### src/inc/tes_defines.svh
// Offsets, field positions, reset values and codes of the error status block
//
// Contract
// - Eight-bit read-only error register, index 06h, reset 00h
// - Host FIFO write during anticollision/auth sets bit7
// - Host FIFO write between last TX/RX bit sets bit7
// - Overheat sets bit6, antenna drivers switched off
// - Late counterpart RF field sets bit5 in active mode
// - Any write into full FIFO sets bit4
// - Collision sets bit3, receiver start-up clears it
// - Bit3 reads one at 212/424 kbit
// - CRC failure with checking enabled sets bit2
// - Parity failure at 106 kbit sets bit1
// - Bad start of frame at 106 sets bit0
// - Anticollision command with initiator bit sets bit0
// - Wrong byte count during authentication sets bit0
// - Too-close Miller pulses set bit0
// - Command start clears all flags but overheat
// - Host writes never change error flags
// - Any error flag sets error interrupt request
`ifndef TES_DEFINES_SVH
`define TES_DEFINES_SVH

`define TES_COMM_IRQ_IDX    6'h04
`define TES_ERR_STATUS_IDX  6'h06
`define TES_RX_CFG_IDX      6'h10
`define TES_ERR_STATUS_RST  8'h00
`define TES_COMM_IRQ_RST    8'h00
`define TES_RX_CFG_RST      10'h000

`define TES_BIT_WR_VIOL     7
`define TES_BIT_OVERHEAT    6
`define TES_BIT_FIELD_LATE  5
`define TES_BIT_OVERFLOW    4
`define TES_BIT_COLLISION   3
`define TES_BIT_CHECKSUM    2
`define TES_BIT_PARITY      1
`define TES_BIT_PROTOCOL    0

`define TES_IRQ_SET_BIT     7
`define TES_IRQ_ERR_BIT     1

`define TES_FRAME_ACTIVE    2'h1
`define TES_FRAME_SYNC      2'h2

`endif

### src/inc/tes_pkg.sv
// Types shared by the error status block
package tes_pkg;

  typedef enum logic [3:0] {
    TES_CMD_IDLE      = 4'h0,
    TES_CMD_AUTO_COLL = 4'h1,
    TES_CMD_CARD_AUTH = 4'h2,
    TES_CMD_OTHER     = 4'hF
  } tes_cmd_type;

  typedef enum logic [1:0] {
    TES_SPD_106 = 2'h0,
    TES_SPD_212 = 2'h1,
    TES_SPD_424 = 2'h2,
    TES_SPD_RSV = 2'h3
  } tes_speed_type;

  typedef struct packed {
    logic host_fifo_wr;
    logic int_fifo_wr;
    logic fifo_full;
    logic last_tx_bit;
    logic last_rx_bit;
    logic field_late;
    logic coll_det;
    logic crc_fail;
    logic parity_fail;
    logic sof_bad;
    logic byte_len_viol;
    logic auth_len_bad;
    logic miller_short;
    logic rx_startup;
  } tes_event_type;

  typedef struct packed {
    logic          initiator;
    logic          sync_detect_on;
    logic          rx_checksum_check_on;
    logic          active_mode;
    tes_speed_type speed;
    logic [1:0]    transmit_frame_style;
    logic [1:0]    receive_frame_style;
  } tes_cfg_type;

endpackage : tes_pkg

### src/verilog/tes_sync.sv
// Three-stage synchroniser with agreement filter for a pin level
`timescale 1ns/1ps
`default_nettype none
module tes_sync (
  input  wire logic i_clk,   // System clock
  input  wire logic i_nrst,  // Async reset, active low
  input  wire logic i_level, // Asynchronous level
  output var  logic o_level  // Filtered level
);

  logic s1_q;
  logic s2_q;
  logic s3_q;

  always_ff @(posedge i_clk or negedge i_nrst) begin
    if (!i_nrst) begin
      s1_q <= 1'b0;
      s2_q <= 1'b0;
      s3_q <= 1'b0;
    end else begin
      s1_q <= i_level;
      s2_q <= s1_q;
      s3_q <= s2_q;
    end
  end

  // Change accepted only when stages two and three agree
  always_ff @(posedge i_clk or negedge i_nrst) begin
    if (!i_nrst) begin
      o_level <= 1'b0;
    end else if (s2_q == s3_q) begin
      o_level <= s3_q;
    end
  end

endmodule : tes_sync
`default_nettype wire

### src/verilog/tes_flag.sv
// Sticky error flag; a set in the clearing cycle wins
`timescale 1ns/1ps
`default_nettype none
module tes_flag (
  input  wire logic i_clk,  // System clock
  input  wire logic i_nrst, // Async reset, active low
  input  wire logic i_set,  // Hardware event
  input  wire logic i_clr,  // Clear event
  output var  logic o_q     // Flag value
);

  always_ff @(posedge i_clk or negedge i_nrst) begin
    if (!i_nrst) begin
      o_q <= 1'b0;
    end else if (i_set) begin
      o_q <= 1'b1;
    end else if (i_clr) begin
      o_q <= 1'b0;
    end
  end

endmodule : tes_flag
`default_nettype wire

### src/verilog/tes_top.sv
// Error status register bank with APB slave
`timescale 1ns/1ps
`default_nettype none
`include "tes_defines.svh"
module tes_top (
  input  wire logic                   I_CLK_SYS,      // 100 MHz system clock
  input  wire logic                   I_NRST,         // Async reset, active low
  input  wire logic                   I_PSEL,         // APB select
  input  wire logic                   I_PENABLE,      // APB access phase
  input  wire logic                   I_PWRITE,       // APB write
  input  wire logic [7:0]             I_PADDR,        // APB byte address
  input  wire logic [31:0]            I_PWDATA,       // APB write data
  output var  logic [31:0]            O_PRDATA,       // APB read data
  output var  logic                   O_PREADY,       // APB ready
  output var  logic                   O_PSLVERR,      // APB error
  input  wire logic [3:0]             I_CMD_CODE,     // Command executing
  input  wire logic                   I_CMD_START,    // Command start pulse
  input  wire tes_pkg::tes_event_type I_EVT,          // Event pulses
  input  wire logic                   I_OVERHEAT,     // Temperature sensor pin
  output var  logic [7:0]             O_ERROR_STATUS, // Stored error flags, collision bit not forced
  output var  logic                   O_ERR_IRQ_FLAG, // Error interrupt request
  output var  logic                   O_ANTENNA_OFF   // Antenna driver shutdown
);
  import tes_pkg::*;

  function automatic logic [7:0] addr_of(input logic [5:0] idx);
    addr_of = {idx, 2'b00};
  endfunction : addr_of

  function automatic logic is_106(input tes_speed_type spd);
    is_106 = (spd == TES_SPD_106);
  endfunction : is_106

  tes_cfg_type cfg_q;
  tes_cmd_type cmd;
  logic        overheat_lvl;
  logic        rf_window_q;
  logic [7:0]  flag_q;
  logic [7:0]  flag_set;
  logic [7:0]  flag_clr;
  logic [7:0]  status_rd;
  logic        irq_err_q;
  logic [31:0] prdata_q;
  logic        setup;
  logic        access;
  logic        wr_access;
  logic        mapped;
  logic        hit_irq;
  logic        hit_err;
  logic        hit_cfg;
  logic        auto_coll_run;
  logic        card_auth_run;
  logic        field_check_on;
  logic        irq_wr_set;
  logic        irq_wr_clr;

  assign cmd = tes_cmd_type'(I_CMD_CODE);

  // APB decode; zero wait states, read data captured in setup cycle
  assign setup     = I_PSEL & ~I_PENABLE;
  assign access    = I_PSEL & I_PENABLE;
  assign wr_access = access & I_PWRITE;
  assign hit_irq   = (I_PADDR == addr_of(`TES_COMM_IRQ_IDX));
  assign hit_err   = (I_PADDR == addr_of(`TES_ERR_STATUS_IDX));
  assign hit_cfg   = (I_PADDR == addr_of(`TES_RX_CFG_IDX));
  assign mapped    = hit_irq | hit_err | hit_cfg;

  assign O_PREADY  = access;
  assign O_PSLVERR = access & ~mapped;
  assign O_PRDATA  = prdata_q;

  // Sensor runs outside the digital timing; filter before use
  tes_sync u_overheat_sync (
    .i_clk   (I_CLK_SYS),
    .i_nrst  (I_NRST),
    .i_level (I_OVERHEAT),
    .o_level (overheat_lvl)
  );

  // Receive/framing configuration written by software
  always_ff @(posedge I_CLK_SYS or negedge I_NRST) begin
    if (!I_NRST) begin
      cfg_q <= tes_cfg_type'(`TES_RX_CFG_RST);
    end else if (wr_access && hit_cfg) begin
      cfg_q <= tes_cfg_type'(I_PWDATA[9:0]);
    end
  end

  assign auto_coll_run = (cmd == TES_CMD_AUTO_COLL);
  assign card_auth_run = (cmd == TES_CMD_CARD_AUTH);

  // Timing check needs active mode and one side framed as active
  assign field_check_on = cfg_q.active_mode &&
                          ((cfg_q.receive_frame_style == `TES_FRAME_ACTIVE) ||
                           (cfg_q.transmit_frame_style == `TES_FRAME_ACTIVE));

  // Span from last sent bit to last received bit
  always_ff @(posedge I_CLK_SYS or negedge I_NRST) begin
    if (!I_NRST) begin
      rf_window_q <= 1'b0;
    end else if (I_EVT.last_tx_bit) begin
      rf_window_q <= 1'b1;
    end else if (I_EVT.last_rx_bit || I_CMD_START) begin
      rf_window_q <= 1'b0;
    end
  end

  // Set terms of each flag
  always_comb begin
    flag_set = 8'h00;
    flag_set[`TES_BIT_WR_VIOL] = I_EVT.host_fifo_wr &&
                                 (auto_coll_run || card_auth_run ||
                                  rf_window_q);
    flag_set[`TES_BIT_OVERHEAT] = overheat_lvl;
    flag_set[`TES_BIT_FIELD_LATE] = I_EVT.field_late && field_check_on;
    flag_set[`TES_BIT_OVERFLOW] = I_EVT.fifo_full &&
                                  (I_EVT.host_fifo_wr || I_EVT.int_fifo_wr);
    flag_set[`TES_BIT_COLLISION] = I_EVT.coll_det;
    flag_set[`TES_BIT_CHECKSUM] = I_EVT.crc_fail &&
                                  cfg_q.rx_checksum_check_on;
    flag_set[`TES_BIT_PARITY] = I_EVT.parity_fail && is_106(cfg_q.speed);
    flag_set[`TES_BIT_PROTOCOL] =
        (I_EVT.sof_bad && is_106(cfg_q.speed)) ||
        (I_EVT.byte_len_viol && cfg_q.sync_detect_on &&
         !is_106(cfg_q.speed) &&
         (cfg_q.active_mode ||
          (cfg_q.receive_frame_style == `TES_FRAME_SYNC))) ||
        (auto_coll_run && cfg_q.initiator) ||
        (I_EVT.auth_len_bad && card_auth_run) ||
        I_EVT.miller_short;
  end

  // Clear terms; software has no path here
  always_comb begin
    flag_clr = {8{I_CMD_START}};
    flag_clr[`TES_BIT_OVERHEAT] = 1'b0;
    flag_clr[`TES_BIT_COLLISION] = I_CMD_START || I_EVT.rx_startup;
    flag_clr[`TES_BIT_CHECKSUM] = I_CMD_START || I_EVT.rx_startup;
    flag_clr[`TES_BIT_PARITY] = I_CMD_START || I_EVT.rx_startup;
    flag_clr[`TES_BIT_PROTOCOL] = I_CMD_START || I_EVT.rx_startup;
  end

  // Sticky cells; reads do not touch them
  genvar gi;
  generate
    for (gi = 0; gi < 8; gi = gi + 1) begin : g_flag
      tes_flag u_flag (
        .i_clk  (I_CLK_SYS),
        .i_nrst (I_NRST),
        .i_set  (flag_set[gi]),
        .i_clr  (flag_clr[gi]),
        .o_q    (flag_q[gi])
      );
    end
  endgenerate

  // Collision not meaningful above 106 kbit, so it reads set there
  always_comb begin
    status_rd = flag_q;
    status_rd[`TES_BIT_COLLISION] = flag_q[`TES_BIT_COLLISION] ||
                                    !is_106(cfg_q.speed);
  end

  assign O_ERROR_STATUS = flag_q;
  // Antenna stays off while the overheat flag is held
  assign O_ANTENNA_OFF  = flag_q[`TES_BIT_OVERHEAT];

  // Error request bit: bit 7 of a write selects set or clear of marked bits
  assign irq_wr_set = wr_access && hit_irq &&
                      I_PWDATA[`TES_IRQ_SET_BIT] && I_PWDATA[`TES_IRQ_ERR_BIT];
  assign irq_wr_clr = wr_access && hit_irq &&
                      !I_PWDATA[`TES_IRQ_SET_BIT] && I_PWDATA[`TES_IRQ_ERR_BIT];

  always_ff @(posedge I_CLK_SYS or negedge I_NRST) begin
    if (!I_NRST) begin
      irq_err_q <= 1'(`TES_COMM_IRQ_RST >> `TES_IRQ_ERR_BIT);
    end else if ((|flag_q) || irq_wr_set) begin
      irq_err_q <= 1'b1;
    end else if (irq_wr_clr) begin
      irq_err_q <= 1'b0;
    end
  end

  assign O_ERR_IRQ_FLAG = irq_err_q;

  // Read data latched in the setup cycle, presented in the access cycle
  always_ff @(posedge I_CLK_SYS or negedge I_NRST) begin
    if (!I_NRST) begin
      prdata_q <= 32'h0000_0000;
    end else if (setup && !I_PWRITE) begin
      prdata_q <= 32'h0000_0000;
      if (hit_err) begin
        prdata_q[7:0] <= status_rd;
      end else if (hit_irq) begin
        prdata_q[`TES_IRQ_ERR_BIT] <= irq_err_q;
      end else if (hit_cfg) begin
        prdata_q[9:0] <= cfg_q;
      end
    end
  end

endmodule : tes_top
`default_nettype wire

### config.mk
export PLATFORM = sky130hd
export DESIGN_NAME = tes_top
export DESIGN_NICKNAME = d
export VERILOG_FILES = /design/src/inc/tes_pkg.sv /design/src/verilog/tes_sync.sv /design/src/verilog/tes_flag.sv /design/src/verilog/tes_top.sv
export VERILOG_INCLUDE_DIRS = /design/src /design/src/inc
export SDC_FILE = /design/constraint.sdc
export NUM_CORES = 1
export LEC_CHECK = 0
export ABC_AREA = 1
export ABC_CLOCK_PERIOD_IN_PS = 2650
export BUFFER_PORTS_ARGS = -buffer_cell sky130_fd_sc_hd__buf_4
export CORE_MARGIN = 4
export CORE_UTILIZATION = 35
export DETAILED_ROUTE_END_ITERATION = 10
export GPL_ROUTABILITY_DRIVEN = 1
export PLACE_DENSITY = 0.66
export RECOVER_POWER = 25
export SYNTH_ARGS = -nofsm -noshare
export SYNTH_HDL_FRONTEND = slang
export SYNTH_HIERARCHICAL = 1
export SYNTH_SLANG_ARGS = --single-unit
### constraint.sdc
create_clock -name I_CLK_SYS -period 2.65 [get_ports I_CLK_SYS]
set_input_delay 0.53 -clock I_CLK_SYS [delete_from_list [all_inputs] [get_ports I_CLK_SYS]]
set_output_delay 0.53 -clock I_CLK_SYS [all_outputs]
set_load 0.01 [all_outputs]
; Word level (Yosys, flattened, before mapping)
; Index checks and enable logic that the tools add are counted.
[totals]
ff_bits = 34
inputBits = 65
out_inout_bits = 44
word_cells = 104
[op_classes]
eq_ne = 9
muxes = 19
bitwise = 8
n_reduce_logical = 46
[op_table]
columns = op, n
row1 = $logic_and A1 B1 Y1, 19
row2 = $reduce_bool A2 Y1, 9
row3 = $eq A8 B5 Y1 const B, 2
row4 = $mux W8, 2
row5 = $mux W1, 15
row6 = $logic_or A1 B1 Y1, 13
row7 = $mux W10, 1
row8 = $eq A8 B7 Y1 const B, 1
row9 = $reduce_or A8 Y1, 1
row10 = $and A1 B1 Y1, 4
row11 = $eq A2 B1 Y1 const B, 2
row12 = $eq A4 B1 Y1 const B, 1
row13 = $eq A4 B2 Y1 const B, 1
row14 = $logic_not A1 Y1, 3
row15 = $eq A2 B2 Y1 const B, 1
row16 = $logic_not A2 Y1, 1
row17 = $mux W2, 1
row18 = $not A1 Y1, 2
row19 = $or A1 B1 Y1, 2
row20 = $eq A1 B1 Y1, 1

; Longest topological paths before layout
[logic_depth]
depth_word = 9
ltp_mapped = 9
depth_no_buf = 9

; Modules after synthesis
; The synthesis kept the hierarchy.
[by_module_without_submodules]
columns = mod, n_inst, cells_each, area_per_inst_um2, seq_area_each_um2
row1 = tes_top, 1, 199, 1461.4, 550.5
row2 = tes_flag, 8, 5, 40.0, 25.0
row3 = tes_sync, 1, 8, 116.4, 100.1

; Worst setup path before layout
; Ideal clock, no wire load.
[synth_timing]
path_kind = input port to output port
startpoint = in I_PADDR[7]
endpoint = out O_PSLVERR
t_arrival_ns = 1.271
t_required_ns = 2.120
slack_ns = 0.849
cell_stages = 5
n_path_buf = 0
path_cell_list = inv_1 nand2_2 nor2_1 and2_1 nor3b_1
[synth_via]
elab_chain_cells = 5
elab_cells_between_ends = 7
cone_classes = eq/ne (3) / bitwise (4)
[synth_lines]
columns = item, line
row1 = from (decl), tes_top.sv:11  ; input wire logic [7:0] I_PADDR,
row2 = "$eq A8 B5 Y1, on equally long branches", "tes_top.sv:63, tes_top.sv:64"
row3 = $or A1 B1 Y1, tes_top.sv:66  ; assign mapped = hit_irq | hit_err | hit_cfg;
row4 = $or A1 B1 Y1 *, tes_top.sv:66
row5 = $not A1 Y1 *, tes_top.sv:69  ; assign O_PSLVERR = access & ~mapped;
row6 = $and A1 B1 Y1 *, tes_top.sv:69
row7 = to (decl), tes_top.sv:15  ; output var logic O_PSLVERR,
; Every way passes the cells marked *; elsewhere a longest branch is shown, timed or not.

; Worst setup path after layout
; Ends and elaborated chain as after synthesis.

==> flow_metrics.tcl <==
set metrics [dict create \
    critPathLaunchType "primary input" \
    seqPwrFrac_pct 46.2 \
    p_int_uw 891 \
    area_growth_syn_to_layout_pct 30.0 \
    comb_power_share_pct 13.6 \
    antenna_found_initial 0 \
    r2r_slack_ns 1.60 \
    fin_crit_sh_pct 81.1 \
    insertion_delay_ns 0.29 \
    drtAntennaViolNets 0 \
    worst_slack_ns 0.502 \
    avgSynthCellArea_um2 7.68 \
    grt_use_met2_pct 21.8 \
    use_met1_pct 16.7 \
    fmax_mhz 465 \
    end_kind "output port" \
    startpoint "I_PADDR[7]" \
    timing.rr.end "O_PRDATA[3]" \
    drv_cap 1 \
    synthFlopType "dfrtp_1" \
    synth_edf_count 0 \
    grt_pass1_vias 1540 \
    yosysMostFrequentCell "nand2_1" \
    gr-usage-met3_pct 3.95 \
    p_switching_uw 301 \
    yosysTopAreaCell "dfrtp_1" \
    gr-usage-all-layers_pct 13.5 \
    min_to "u_overheat_sync/s2_q" \
    numCtsBuffers 5 \
    drt-total-wl_um 4410 \
    cts_hold_buf 0 \
    hp-start "u_overheat_sync/s1_q" \
    drt-initial-drc-count 74 \
    status "complete, but fails checks" \
    cts_sinks 34 \
    synthesis.area_um2 1900 \
    crit_fanout 7 \
    fin_setup_tns_ns 0 \
    syn_inst 247 \
    cts_setup_buffers 0 \
    reg2reg_from "cfg_q[5]" \
    fill_cells 519 \
    rsz0062_at_grt "no" \
    synth_seq_area_share_pct 44.8 \
    root_buffer "clkbuf_8" \
    leakagePower_nw 1.47 \
    cts_tree "built" \
    fp.dieW_um 81.6 \
    hold_path_depth 0 \
    grt.busiest_layer "met2" \
    yosys_warnings 6 \
    synth.cells.most_frequent "71 x nand2_1, 45 x inv_1, 34 x dfrtp_1, 23 x buf_4, 15 x nand3_1" \
    crit_required_ns 2.12 \
    worstMarginPinSlew_ns 1.88 \
    yosys-top-cells-area "dfrtp_1 45%, nand2_1 14%, buf_4 9.1%" \
    path_class "in2out" \
    dp_slack_ns 0.537 \
    ys_types 26 \
    io_buffers 64 \
    finalHoldViolCount 0 \
    coreArea_um2 5170 \
    wl_per_cell_um 11.4 \
    hpwl_um 3460 \
    ff_latch_area_um2 851 \
    nNetsFinal 380 \
    clkPwrFrac_pct 40.2 \
    die_y_um 81.6 \
    cts_buffer_depth 2 \
    switching_share_pct 25.2 \
    period_minus_slack_ns 2.15 \
    drive_above_1_share_pct 26.9 \
    critPathArrivalTime_ns 1.62 \
    async_flop_share_pct 100 \
    setup_viol 0 \
    ios 109 \
    gp_congestion 0.877 \
    grt_pass1_wl_um 6900 \
    drc_errors 0 \
    vias 1625 \
    final_cells 386 \
    via_per_inst 4.21 \
    violations "capacitance limit, slew limit" \
    h-tree-depth 2 \
    hp-class "reg2reg" \
    num_antenna_cells 0 \
    skew_ns 0.00700 \
    slew_headroom_pct -25.1 \
    r2r_cells 6 \
    ir_worst_vdd_uv 221 \
    power.density_nw_per_um2 483 \
    cts_resized 0 \
    grt_max_degree 35 \
    synth-seq-cells 34 \
    start_util_pct 36.7 \
    rows 26 \
    synth_top_cell_area_share_pct 44.8 \
    maxSlewViolCount 35 \
    multi_input_area_um2 758 \
    dp_cells 378 \
    gr-total-overflow 0 \
    clk_pin_slew_ns 0.08 \
    dr.pass1.iters 4 \
    die-area_um2 6670 \
]
-- area by class of cell --
| type | count | share of cell area (%) |
|---|---|---|
| repair buffers | 64 | 19.3 |
| well taps | 70 | 3.55 |
| multi-input cells | 162 | 30.7 |
| clock inverters | 3 | 1.83 |
| inverters | 48 | 7.30 |
| clock buffers | 5 | 2.79 |
| flip-flops and latches | 34 | 34.5 |
-- flip-flops by register name (all words and copies together), names as in the netlist --
name,count
u_overheat_sync/o_level,1
u_overheat_sync/s2_q,1
u_overheat_sync/s3_q,1
cfg_q,10
O_ERR_IRQ_FLAG,1
rf_window_q,1
g_flag.u_flag/o_q,8
O_PRDATA,10
u_overheat_sync/s1_q,1
-- per-layer routing --
layer | vias to the layer above | wire length (um)
met5 | - | 0
met4 | 0 | 106
met3 | 11 | 404
met2 | 68 | 2000
met1 | 707 | 1890
li1 | 839 | -
-- worst max-delay path, cell delays in order --
cell and delay (ns):
buf_4 0.11, inv_1 0.06, nand2_2 0.09, nor2_1 0.27, nand2_1 0.21, nor3b_1 0.21, buf_4 0.15
-- cell families (layout without fill, tap and decap cells) --
group	count (synthesis)	after routing	synth area share, %
buffers and inverters	73	120	19.6
AOI/OAI and AO/OA	24	24	6.86
and+or+nand+nor	115	115	28.5
DFF	34	34	44.8
other	1	23	0.198
-- cells in the final DEF (no fill, tap or decap), drive strengths merged --
| master | count |
|---|---|
| a21oi | 1 |
| a31oi | 1 |
| and2 | 1 |
| and3 | 1 |
| buf | 62 |
| bufinv | 1 |
| clkbuf | 7 |
| clkinvlp | 2 |
| conb | 23 |
| dfrtp | 34 |
| inv | 48 |
| nand2 | 76 |
| nand3 | 15 |
| nand4 | 2 |
| nor2 | 13 |
| nor3 | 3 |
| nor3b | 1 |
| o21a | 1 |
| o21ai | 18 |
| o22ai | 1 |
| o31ai | 2 |
| or2 | 3 |
-- metrics by stage --
| step | cell area, um2 | utilization (%) | hold WS [ns] | power [mW] |
|---|---|---|---|---|
| after global placement | 2360 | 45.6 | 0.332 | 0.721 |
| final | 2470 | 47.7 | 0.353 | 1.19 |
| after floorplan | 1980 | - | 0.234 | 0.657 |
| after CTS | 2470 | 47.8 | 0.197 | 1.21 |
| after global routing | 2470 | 47.7 | 0.346 | 1.25 |
| after detailed placement | 2360 | 45.6 | 0.336 | 0.725 |
-- worst max-delay path by stage --
stage | to | slack, ns | depth (start not counted)
4_1_cts | O_PSLVERR | 0.52 | 7
5_1_grt | O_PSLVERR | 0.40 | 7
6_report | O_PSLVERR | 0.50 | 7
3_5_place_dp | O_PSLVERR | 0.54 | 7
2_1_floorplan | O_PSLVERR | 0.85 | 5
3_3_place_gp | O_PSLVERR | 0.53 | 7
-- power groups by stage --
| stage | logic (mW) | clock network (mW) | registers (mW) |
|---|---|---|---|
| floorplan | 0.0955 | 0 | 0.561 |
| finish | 0.162 | 0.479 | 0.550 |
| global placement | 0.161 | 0 | 0.560 |
| detailed placement | 0.164 | 0 | 0.560 |
| global route | 0.183 | 0.517 | 0.552 |
| CTS | 0.165 | 0.495 | 0.550 |
No activity file was read; power rests on OpenSTA's default activity.
